**src/verilog/bsoh_cfg.svh**
```systemverilog
// opcode handler constants: opcodes, field positions, timing
// assumes inclusion by bare name from the handler and its package users
`ifndef BSOH_CFG_SVH
`define BSOH_CFG_SVH
`define BSOH_OP_PORT 8'h44
`define BSOH_OP_PWRUP 8'h3b
`define BSOH_OP_INHIBIT 8'h18
`define BSOH_OP_KEYED 8'h19
`define BSOH_OP_READY 8'h15
`define BSOH_PORT_CNT 7'h40
`define BSOH_BIT_RESP 1
`define BSOH_BIT_PERIODIC 2
`define BSOH_BIT_INH_LO 0
`define BSOH_BIT_INH_HI 1
`define BSOH_BIT_PRECHG 7
`define BSOH_BIT_KEYED 0
`define BSOH_BIT_LOCKED 6
`define BSOH_BIT_FATAL 7
`define BSOH_BIT_FORM 0
`define BSOH_GROUP_ALL 3'h0
`define BSOH_ADDR_HEAD 8'h05
`define BSOH_ADDR_READY 5'h01
`define BSOH_PERIOD_US 1000
`define BSOH_CLK_MHZ 200
`define BSOH_PERIOD_CYC (`BSOH_PERIOD_US * `BSOH_CLK_MHZ)
`define BSOH_PWRUP_MS 2000
`define BSOH_PWRUP_CYC (`BSOH_PWRUP_MS * 1000 * `BSOH_CLK_MHZ)
`define BSOH_HOLD_MS 500
`define BSOH_HOLD_CYC (`BSOH_HOLD_MS * 1000 * `BSOH_CLK_MHZ)
`endif

```
**src/verilog/bsoh_pkg.sv**
```systemverilog
// types of the bus status opcode handler
// assumes bsoh_cfg.svh for numeric constants
package bsoh_pkg;
    typedef enum logic [2:0] {
        BSOH_IDLE = 3'b000,
        BSOH_SEND = 3'b001
    } bsoh_tx_t;
    typedef struct packed {
        logic [31:0] period_cnt;
        logic [31:0] pwrup_cnt;
        logic [31:0] hold_cnt;
        logic [5:0] per_port;
        logic per_on;
        logic rd_pend;
        logic [5:0] rd_port;
        logic ready_sent;
        logic ready_pend;
        logic stat_pend;
        logic key_pend;
        logic locked;
        logic [1:0] inhibit;
        logic reset_pend;
        logic [7:0] last_key;
        logic tx_valid;
        logic [7:0] tx_op;
        logic [2:0] tx_group;
        logic [4:0] tx_addr;
        logic [7:0] tx_d1;
        logic [7:0] tx_d2;
        logic [7:0] tx_d3;
        logic [7:0] tx_d4;
    } bsoh_state_t;
endpackage : bsoh_pkg

```
**src/verilog/bsoh_handler.sv**
```systemverilog
// message-level handler for port, power-up, inhibit, keyed and ready opcodes
// assumes framing elsewhere: rx is one-cycle strobe per decoded message,
// tx is held until accepted by the framer
`timescale 1ns/1ps
`default_nettype none
`include "bsoh_cfg.svh"
module bsoh_handler (
    input wire logic CLK,
    input wire logic RST_B,
    input wire logic [2:0] OWN_GROUP,
    input wire logic [4:0] OWN_ADDR,
    input wire logic [31:0] GROUP_MEMBERS,
    input wire logic FORM_MOBILE,
    input wire logic [7:0] SELF_TEST_FLAGS,
    input wire logic SELF_TEST_ERROR,
    input wire logic RX_VALID,
    input wire logic [7:0] RX_OPCODE,
    input wire logic [2:0] RX_GROUP,
    input wire logic [4:0] RX_ADDR,
    input wire logic [7:0] RX_D1,
    input wire logic [7:0] RX_D2,
    input wire logic [7:0] RX_D3,
    input wire logic [7:0] RX_D4,
    input wire logic [63:0] PORT_IMPL,
    output logic [5:0] PORT_SEL,
    input wire logic [7:0] PORT_VALUE,
    input wire logic PORT_READY,
    input wire logic KEYED,
    input wire logic ABOUT_TO_DEKEY,
    input wire logic TIMEOUT_EXPIRED,
    output logic TX_VALID,
    input wire logic TX_READY,
    output logic [7:0] TX_OPCODE,
    output logic [2:0] TX_GROUP,
    output logic [4:0] TX_ADDR,
    output logic [7:0] TX_D1,
    output logic [7:0] TX_D2,
    output logic [7:0] TX_D3,
    output logic [7:0] TX_D4,
    output logic RADIO_READY,
    output logic AUDIO_MUTE,
    output logic TX_ALLOWED,
    output logic [1:0] TALK_INHIBIT,
    output logic SYS_RESET_REQ
);
    bsoh_pkg::bsoh_state_t s_reg;
    bsoh_pkg::bsoh_state_t s_next;
    logic [31:0] seen_reg;
    logic [31:0] seen_next;
    logic rx_mine;
    logic rx_port_req;

    // valid port check, used on the request path only
    function automatic logic port_ok(input logic [63:0] impl,
                                     input logic [5:0] num);
        port_ok = impl[num];
    endfunction : port_ok

    // ---------------------------------------------------------------
    // receive decode
    // ---------------------------------------------------------------
    // a port request is addressed to us and carries response flag clear
    assign rx_mine = (RX_GROUP == OWN_GROUP) && (RX_ADDR == OWN_ADDR);
    // the periodic flag is left for the next-state logic to act upon
    assign rx_port_req = RX_VALID && RX_OPCODE == `BSOH_OP_PORT && rx_mine
        && !RX_D2[`BSOH_BIT_RESP];

    // ---------------------------------------------------------------
    // next state
    // ---------------------------------------------------------------
    // one message at a time; priority: status, ready, keyed, port
    // the transmit slot is worked out first, so that an event setting a
    // pending flag in the same cycle as the slot clears it still wins;
    // otherwise a status error or a key change could be lost for good
    always_comb begin
        s_next = s_reg;
        seen_next = seen_reg;
        // transmit slot: fields are loaded only while the slot is empty
        if (s_reg.tx_valid && TX_READY) begin
            s_next.tx_valid = 1'b0;
        end else if (!s_reg.tx_valid) begin
            s_next.tx_group = OWN_GROUP;
            s_next.tx_addr = OWN_ADDR;
            s_next.tx_d1 = 8'h00;
            s_next.tx_d2 = 8'h00;
            s_next.tx_d3 = 8'h00;
            s_next.tx_d4 = 8'h00;
            if (s_reg.stat_pend) begin
                s_next.stat_pend = 1'b0;
                s_next.tx_valid = 1'b1;
                s_next.tx_op = `BSOH_OP_PWRUP;
                s_next.tx_group = `BSOH_GROUP_ALL;
                s_next.tx_d1 = SELF_TEST_FLAGS;
            end else if (s_reg.ready_pend) begin
                s_next.ready_pend = 1'b0;
                s_next.tx_valid = 1'b1;
                s_next.tx_op = `BSOH_OP_READY;
                s_next.tx_addr = `BSOH_ADDR_READY;
                s_next.tx_d2 = {7'h00, FORM_MOBILE};
            end else if (s_reg.key_pend && s_reg.ready_sent) begin
                s_next.key_pend = 1'b0;
                s_next.tx_valid = 1'b1;
                s_next.tx_op = `BSOH_OP_KEYED;
                s_next.tx_d1 = {s_reg.last_key[1], 6'h00,
                                s_reg.last_key[0]};
            end else if (s_reg.rd_pend && PORT_READY) begin
                // a slow port source simply holds the reply back
                s_next.rd_pend = 1'b0;
                s_next.tx_valid = 1'b1;
                s_next.tx_op = `BSOH_OP_PORT;
                s_next.tx_d1 = PORT_VALUE;
                s_next.tx_d2 = 8'h01 << `BSOH_BIT_RESP;
                s_next.tx_d4 = {2'b00, s_reg.rd_port};
            end
        end
        // timers count down to zero and rest there
        if (s_reg.period_cnt != 32'h0) begin
            s_next.period_cnt = s_reg.period_cnt - 32'h1;
        end
        if (s_reg.hold_cnt != 32'h0) begin
            s_next.hold_cnt = s_reg.hold_cnt - 32'h1;
        end
        if (!s_reg.ready_sent && s_reg.pwrup_cnt != 32'h0) begin
            s_next.pwrup_cnt = s_reg.pwrup_cnt - 32'h1;
        end
        if (SELF_TEST_ERROR) begin
            s_next.stat_pend = 1'b1;
        end
        // flags in rx: periodic is bit 2 of the flag byte (RX_D2 carries flags)
        if (rx_port_req) begin
            if (port_ok(PORT_IMPL, RX_D4[5:0])
                    && RX_D4 < {1'b0, `BSOH_PORT_CNT}) begin
                s_next.rd_pend = 1'b1;
                s_next.rd_port = RX_D4[5:0];
                if (RX_D2[`BSOH_BIT_PERIODIC]) begin
                    s_next.per_on = 1'b1;
                    s_next.per_port = RX_D4[5:0];
                    s_next.period_cnt = `BSOH_PERIOD_CYC;
                end else begin
                    s_next.per_on = 1'b0;
                end
            end
        end
        if (RX_VALID && RX_OPCODE == `BSOH_OP_PWRUP) begin
            seen_next[RX_ADDR] = 1'b1;
            if ({3'h0, RX_ADDR} == `BSOH_ADDR_HEAD) begin
                s_next.locked = RX_D1[`BSOH_BIT_LOCKED];
            end
            if (RX_D1[`BSOH_BIT_FATAL] && s_reg.hold_cnt == 32'h0) begin
                s_next.reset_pend = 1'b1;
                s_next.hold_cnt = `BSOH_HOLD_CYC;
            end
            if (s_reg.ready_sent) begin
                s_next.ready_pend = 1'b1;
            end
        end
        if (RX_VALID && RX_OPCODE == `BSOH_OP_INHIBIT
                && RX_GROUP == `BSOH_GROUP_ALL) begin
            // the invalid code 10 is dropped, current state kept
            if (RX_D1[1:0] != 2'b10) begin
                s_next.inhibit = RX_D1[1:0];
            end
        end
        // keyed messages from the bus are never acted upon here
        if (!s_reg.ready_sent && ((seen_reg | seen_next) & GROUP_MEMBERS)
                == GROUP_MEMBERS || s_reg.pwrup_cnt == 32'h0) begin
            if (!s_reg.ready_sent) begin
                s_next.ready_pend = 1'b1;
                s_next.ready_sent = 1'b1;
            end
        end
        if (s_reg.per_on && s_reg.period_cnt == 32'h0 && !s_reg.rd_pend) begin
            s_next.rd_pend = 1'b1;
            s_next.rd_port = s_reg.per_port;
            s_next.period_cnt = `BSOH_PERIOD_CYC;
        end
        if ({ABOUT_TO_DEKEY, KEYED} != s_reg.last_key[1:0]
                || TIMEOUT_EXPIRED) begin
            s_next.key_pend = 1'b1;
        end
        // the 10 code cannot arise: the pre-change bit needs keyed set
        s_next.last_key = {6'h0, ABOUT_TO_DEKEY & KEYED, KEYED};
    end

    // ---------------------------------------------------------------
    // state register
    // ---------------------------------------------------------------
    // reset clears periodic polling and inhibit, and queues own status
    always_ff @(posedge CLK or negedge RST_B) begin
        if (!RST_B) begin
            s_reg <= '0;
            s_reg.stat_pend <= 1'b1;
            s_reg.pwrup_cnt <= `BSOH_PWRUP_CYC;
            seen_reg <= 32'h0;
        end else begin
            s_reg <= s_next;
            seen_reg <= seen_next;
        end
    end

    // ---------------------------------------------------------------
    // outputs
    // ---------------------------------------------------------------
    assign PORT_SEL = s_reg.rd_port;
    assign TX_VALID = s_reg.tx_valid;
    assign TX_OPCODE = s_reg.tx_op;
    assign TX_GROUP = s_reg.tx_group;
    assign TX_ADDR = s_reg.tx_addr;
    assign TX_D1 = s_reg.tx_d1;
    assign TX_D2 = s_reg.tx_d2;
    assign TX_D3 = s_reg.tx_d3;
    assign TX_D4 = s_reg.tx_d4;
    assign RADIO_READY = s_reg.ready_sent;
    // muted before ready or while the keypad is locked
    assign AUDIO_MUTE = !s_reg.ready_sent || s_reg.locked;
    assign TX_ALLOWED = s_reg.ready_sent && !s_reg.locked
        && !s_reg.inhibit[`BSOH_BIT_INH_LO];
    assign TALK_INHIBIT = s_reg.inhibit;
    // reset request waits out the display hold
    assign SYS_RESET_REQ = s_reg.reset_pend && s_reg.hold_cnt == 32'h0;

    // ---------------------------------------------------------------
    // checks
    // ---------------------------------------------------------------
    AST_PWRUP_GROUP: assert property (@(posedge CLK) disable iff (!RST_B)
        TX_VALID && TX_OPCODE == `BSOH_OP_PWRUP |-> TX_GROUP == `BSOH_GROUP_ALL)
        else $error("status not sent to group zero");
    AST_READY_ADDR: assert property (@(posedge CLK) disable iff (!RST_B)
        TX_VALID && TX_OPCODE == `BSOH_OP_READY |-> TX_ADDR == `BSOH_ADDR_READY
        && TX_D2[0] == FORM_MOBILE) else $error("ready fields wrong");
    AST_PORT_RESP: assert property (@(posedge CLK) disable iff (!RST_B)
        TX_VALID && TX_OPCODE == `BSOH_OP_PORT |-> TX_D2[1]
        && TX_ADDR == OWN_ADDR) else $error("port reply flags wrong");
    AST_KEY_CODE: assert property (@(posedge CLK) disable iff (!RST_B)
        TX_VALID && TX_OPCODE == `BSOH_OP_KEYED |-> !(TX_D1[7] && !TX_D1[0]))
        else $error("keyed code 10 sent");
    AST_MUTE_EARLY: assert property (@(posedge CLK) disable iff (!RST_B)
        !RADIO_READY |-> AUDIO_MUTE && !TX_ALLOWED)
        else $error("not muted before ready");
    AST_NO_KEY_EARLY: assert property (@(posedge CLK) disable iff (!RST_B)
        TX_VALID && TX_OPCODE == `BSOH_OP_KEYED |-> RADIO_READY)
        else $error("keyed sent before ready");
    AST_INH_NOINV: assert property (@(posedge CLK) disable iff (!RST_B)
        TALK_INHIBIT != 2'b10) else $error("invalid inhibit held");
    AST_REREADY: assert property (@(posedge CLK) disable iff (!RST_B)
        RX_VALID && RX_OPCODE == `BSOH_OP_PWRUP && RADIO_READY |=> s_reg.ready_pend
        || (TX_VALID && TX_OPCODE == `BSOH_OP_READY))
        else $error("ready not requeued");
    // a stalled message must not change under the framer's feet
    AST_TX_HOLD: assert property (@(posedge CLK) disable iff (!RST_B)
        TX_VALID && !TX_READY |=> TX_VALID && $stable(TX_OPCODE)
        && $stable(TX_D1) && $stable(TX_D4)) else $error("tx changed in stall");
    // a fresh fatal error never resets at once; the display needs time
    AST_FATAL_HOLD: assert property (@(posedge CLK) disable iff (!RST_B)
        $rose(s_reg.reset_pend) |-> !SYS_RESET_REQ)
        else $error("reset not held back");
    COV_PORT: cover property (@(posedge CLK) TX_VALID && TX_OPCODE == `BSOH_OP_PORT);
    COV_KEYED: cover property (@(posedge CLK) TX_VALID && TX_OPCODE == `BSOH_OP_KEYED);
    COV_READY: cover property (@(posedge CLK) $rose(RADIO_READY));
    COV_LOCK: cover property (@(posedge CLK) s_reg.locked);
endmodule : bsoh_handler
`default_nettype wire

```
**config.mk**
```make
export PLATFORM = sky130hd
export DESIGN_NAME = bsoh_handler
export DESIGN_NICKNAME = d
export VERILOG_FILES = /design/src/verilog/bsoh_pkg.sv /design/src/verilog/bsoh_handler.sv
export VERILOG_INCLUDE_DIRS = /design/src /design/src/verilog
export SDC_FILE = /design/constraint.sdc
export NUM_CORES = 1
export LEC_CHECK = 0
export BUFFER_PORTS_ARGS = -buffer_cell sky130_fd_sc_hd__buf_4
export CAP_MARGIN = 30
export CORE_ASPECT_RATIO = 1.25
export CORE_MARGIN = 3
export CORE_UTILIZATION = 45
export DETAILED_ROUTE_END_ITERATION = 10
export GPL_TIMING_DRIVEN = 0
export PLACE_DENSITY_LB_ADDON = 0.15
export REMOVE_ABC_BUFFERS = 1
export SLEW_MARGIN = 30
export SYNTH_ARGS = -nofsm -noshare
export SYNTH_HDL_FRONTEND = slang
export SYNTH_SLANG_ARGS = --single-unit
```
**constraint.sdc**
```tcl
create_clock -name CLK -period 3.2 [get_ports CLK]
set_input_delay 0.16 -clock CLK [delete_from_list [all_inputs] [get_ports CLK]]
set_output_delay 0.16 -clock CLK [all_outputs]
set_load 0.01 [all_outputs]
```
==> metrics.cfg <==
[synthesis]
seq_area_frac_synth_pct=47.2
synth_top_area_share_pct=43.7
synth_cell_types=72
async_flop_share_pct=100
synth_area_leaders=dfrtp_1, xnor2_1, buf_4
synth_warnings=0
ys_ff_latch=182
synth_most_common_cell=dfrtp_1
syn_area_sq_um=9690
synthTopCellsByCount=dfrtp_1, nand2_1, nor2_1
syn_area_per_cell_sq_um=10.3
synth_edf_count=0
synth_ff_type=dfrtp_1
synth_area_leader_cell=dfrtp_1
synth_cells=941

[finish]
final_cells=1401
largest_reg_flops=111
fill_cells=1896
diodes=0
area_growth_syn_to_layout_pct=23.4
final_nets=1297
final_util_pct=57.0
drive_gt1_share_pct=26.5

[worst_setup_path]
r2r_slack_ns=0.27
crit_start=s_reg[122]
end_kind=flip-flop
max_stage_delay_ns=0.67
required_ns=3.56
reg2reg_to=s_reg[139]
worst-path-max-fanout=11
worstPathArrival_ns=3.29
ff2ff_path_depth=7
worstPathCellList=or4_1 -> or4_4 -> o41ai_4 -> or2_2 -> nor3_1 -> nand2_1 -> xnor2_1
path_class=flip-flop to flip-flop
cp-start-kind=flip-flop
cp_slowest_cell=o41ai_4
r2r_start=s_reg[122]

[power_and_ir_drop]
p_total_uw=5660
power_density_nw_per_um2=473
ir_drop_mv=0.328
cellLeakagePower_uw=0.00597

[placed_design]
port_buffers=203
routabilityCongestion=0.793
dp_slack_ns=-0.256
dp_hpwl_microns=17300
dp.cells=1348

[clock_network]
path_clk_slew_ns=0.07
cts-resized-gates=0
cts_buffers=17
clock-sinks=182
cts_tree=yes
clockRootBuffer=clkbuf_16
clk_latency_ns=0.44
cts_buffer_depth=2
htreeDepth=4

[sta]
finalCritPeriodShare_pct=91.6
slew_headroom_pct=35.9
fin_ws_ns=0.269
report.final.slew_viol_count=0
hold_viol_final=0
finalSetupViolations=0
min_period_ns=2.93
clock.fmax_mhz=341
skew_ns=0.0142
tightestPinTransition_ns=0.960
rsz0062_at_grt=false
setup_tns_ns=0

[route]
postRouteWirelength_microns=23200
vias=7389
drt_iter0_markers=361
drc_errors=0
drt_first_pass_iters=5
ant_nets=0
via_per_inst=5.27
post_drt_wl_per_cell_microns=16.6

[global_routing]
antenna_found_initial=0
gr-total-overflow=0
grt_pass1_wl_microns=38500
grt_pass1_vias=7706
grt_max_degree=75
grt.total_usage_pct=20.9

[floorplan]
row_count=59
start_util_pct=46.2
chipWidth_microns=137
placeableCoreArea_sq_um=21000
die_area_sq_um=23300
io_pins=239
die-height_microns=170

[worst_hold_path]
min_to=TX_ADDR[3]
hold_start=OWN_ADDR[3]
min_path_type=primary input to flip-flop
holdPathStages=3

[run]
drv_cap=0

[run_status]
outcome=completed

-- worst max-delay path by stage --
stage,end,slack [ns],depth (start not counted)
after CTS,s_reg[151],0.19,7
final,s_reg[139],0.27,7
after global routing,s_reg[139],0.06,7
after detailed placement,s_reg[169],-0.26,7
after global placement,s_reg[63],-2.38,8
after floorplan,s_reg[63],-0.46,7
-- final cells by class --
type,instances,area (sq um),area share [%]
clock buffers,20,447,3.74
clock inverters,12,169,1.41
inverters,49,184,1.54
multi-input cells,635,4420,37.0
flip-flops and latches,182,4570,38.2
well taps,274,343,2.87
repair buffers,229,1830,15.3
-- critical path: cells and delay by family, from the launching register on --
kind	cells	cell delay (ns)
AO/OA/AOI/OAI	1	0.67
XOR/XNOR	1	0.12
flip-flops	1	0.40
AND/OR/NAND/NOR	5	1.66
-- through the flow --
step           hold slack, ns  area [sq um]
6_report               0.0206         12000
2_1_floorplan          -0.136          9130
3_3_place_gp            0.293         11000
4_1_cts               0.00403         12000
3_5_place_dp            0.175         11100
5_1_grt                0.0231         12000
-- layout by cell type (no fill, tap or decap), types with 14 or more instances in the layout --
cell type / Yosys / routed
buf_4: 58 / 207
dfrtp_1: 169 / 168
nand2_1: 85 / 85
nor2_1: 72 / 72
xnor2_1: 53 / 53
inv_1: 49 / 49
xor2_1: 42 / 42
o21ai_0: 40 / 40
nor3_1: 25 / 24
nor4_1: 25 / 24
a41oi_1: 22 / 22
nand3_1: 18 / 18
mux2i_1: 18 / 18
nand2b_1: 17 / 17
conb_1: 1 / 17
clkbuf_16: 0 / 17
dlygate4sd3_1: 0 / 17
a22oi_1: 16 / 16
a21o_1: 14 / 14
-- power by group --
group	total, uW	internal (uW)	switching, uW	leakage (uW)
Sequential	2560	2420	139	0.00227
Combinational	889	454	434	0.00339
Clock	2210	1270	938	0.000299
Total	5660	4150	1510	0.00597
-- timing repair --
action                     4_1_cts  5_1_grt
setup endpoints to repair        3        0
hold buffers                    17        0
hold endpoints to repair        81        0
buffers inserted                 4        0
-- cells by family (layout without fill, tap and decap cells) --
logic type,count (synthesis),in the layout,share of synthesized area (%)
AND/OR/NAND/NOR,343,343,19.2
adder cells (fa/ha/maj),5,5,0.646
buffers and inverters,140,310,8.28
multiplexers,39,39,6.08
other,1,17,0.0387
flip-flops,182,182,47.2
XOR/XNOR,95,95,8.59
AO/OA/AOI/OAI,136,136,9.97
-- metal layers --
metal / global-route usage (%) / vias to the layer above / part of all wire [%] / wire [microns]
met5: 0 / - / 0 / 0
met4: 7.81 / 0 / 2.4 / 561
met3: 4.61 / 37 / 6.2 / 1450
met2: 35.0 / 251 / 49 / 11400
met1: 26.5 / 3528 / 42 / 9820
li1: - / 3573 / - / -
(Power assumes the default switching activity.)
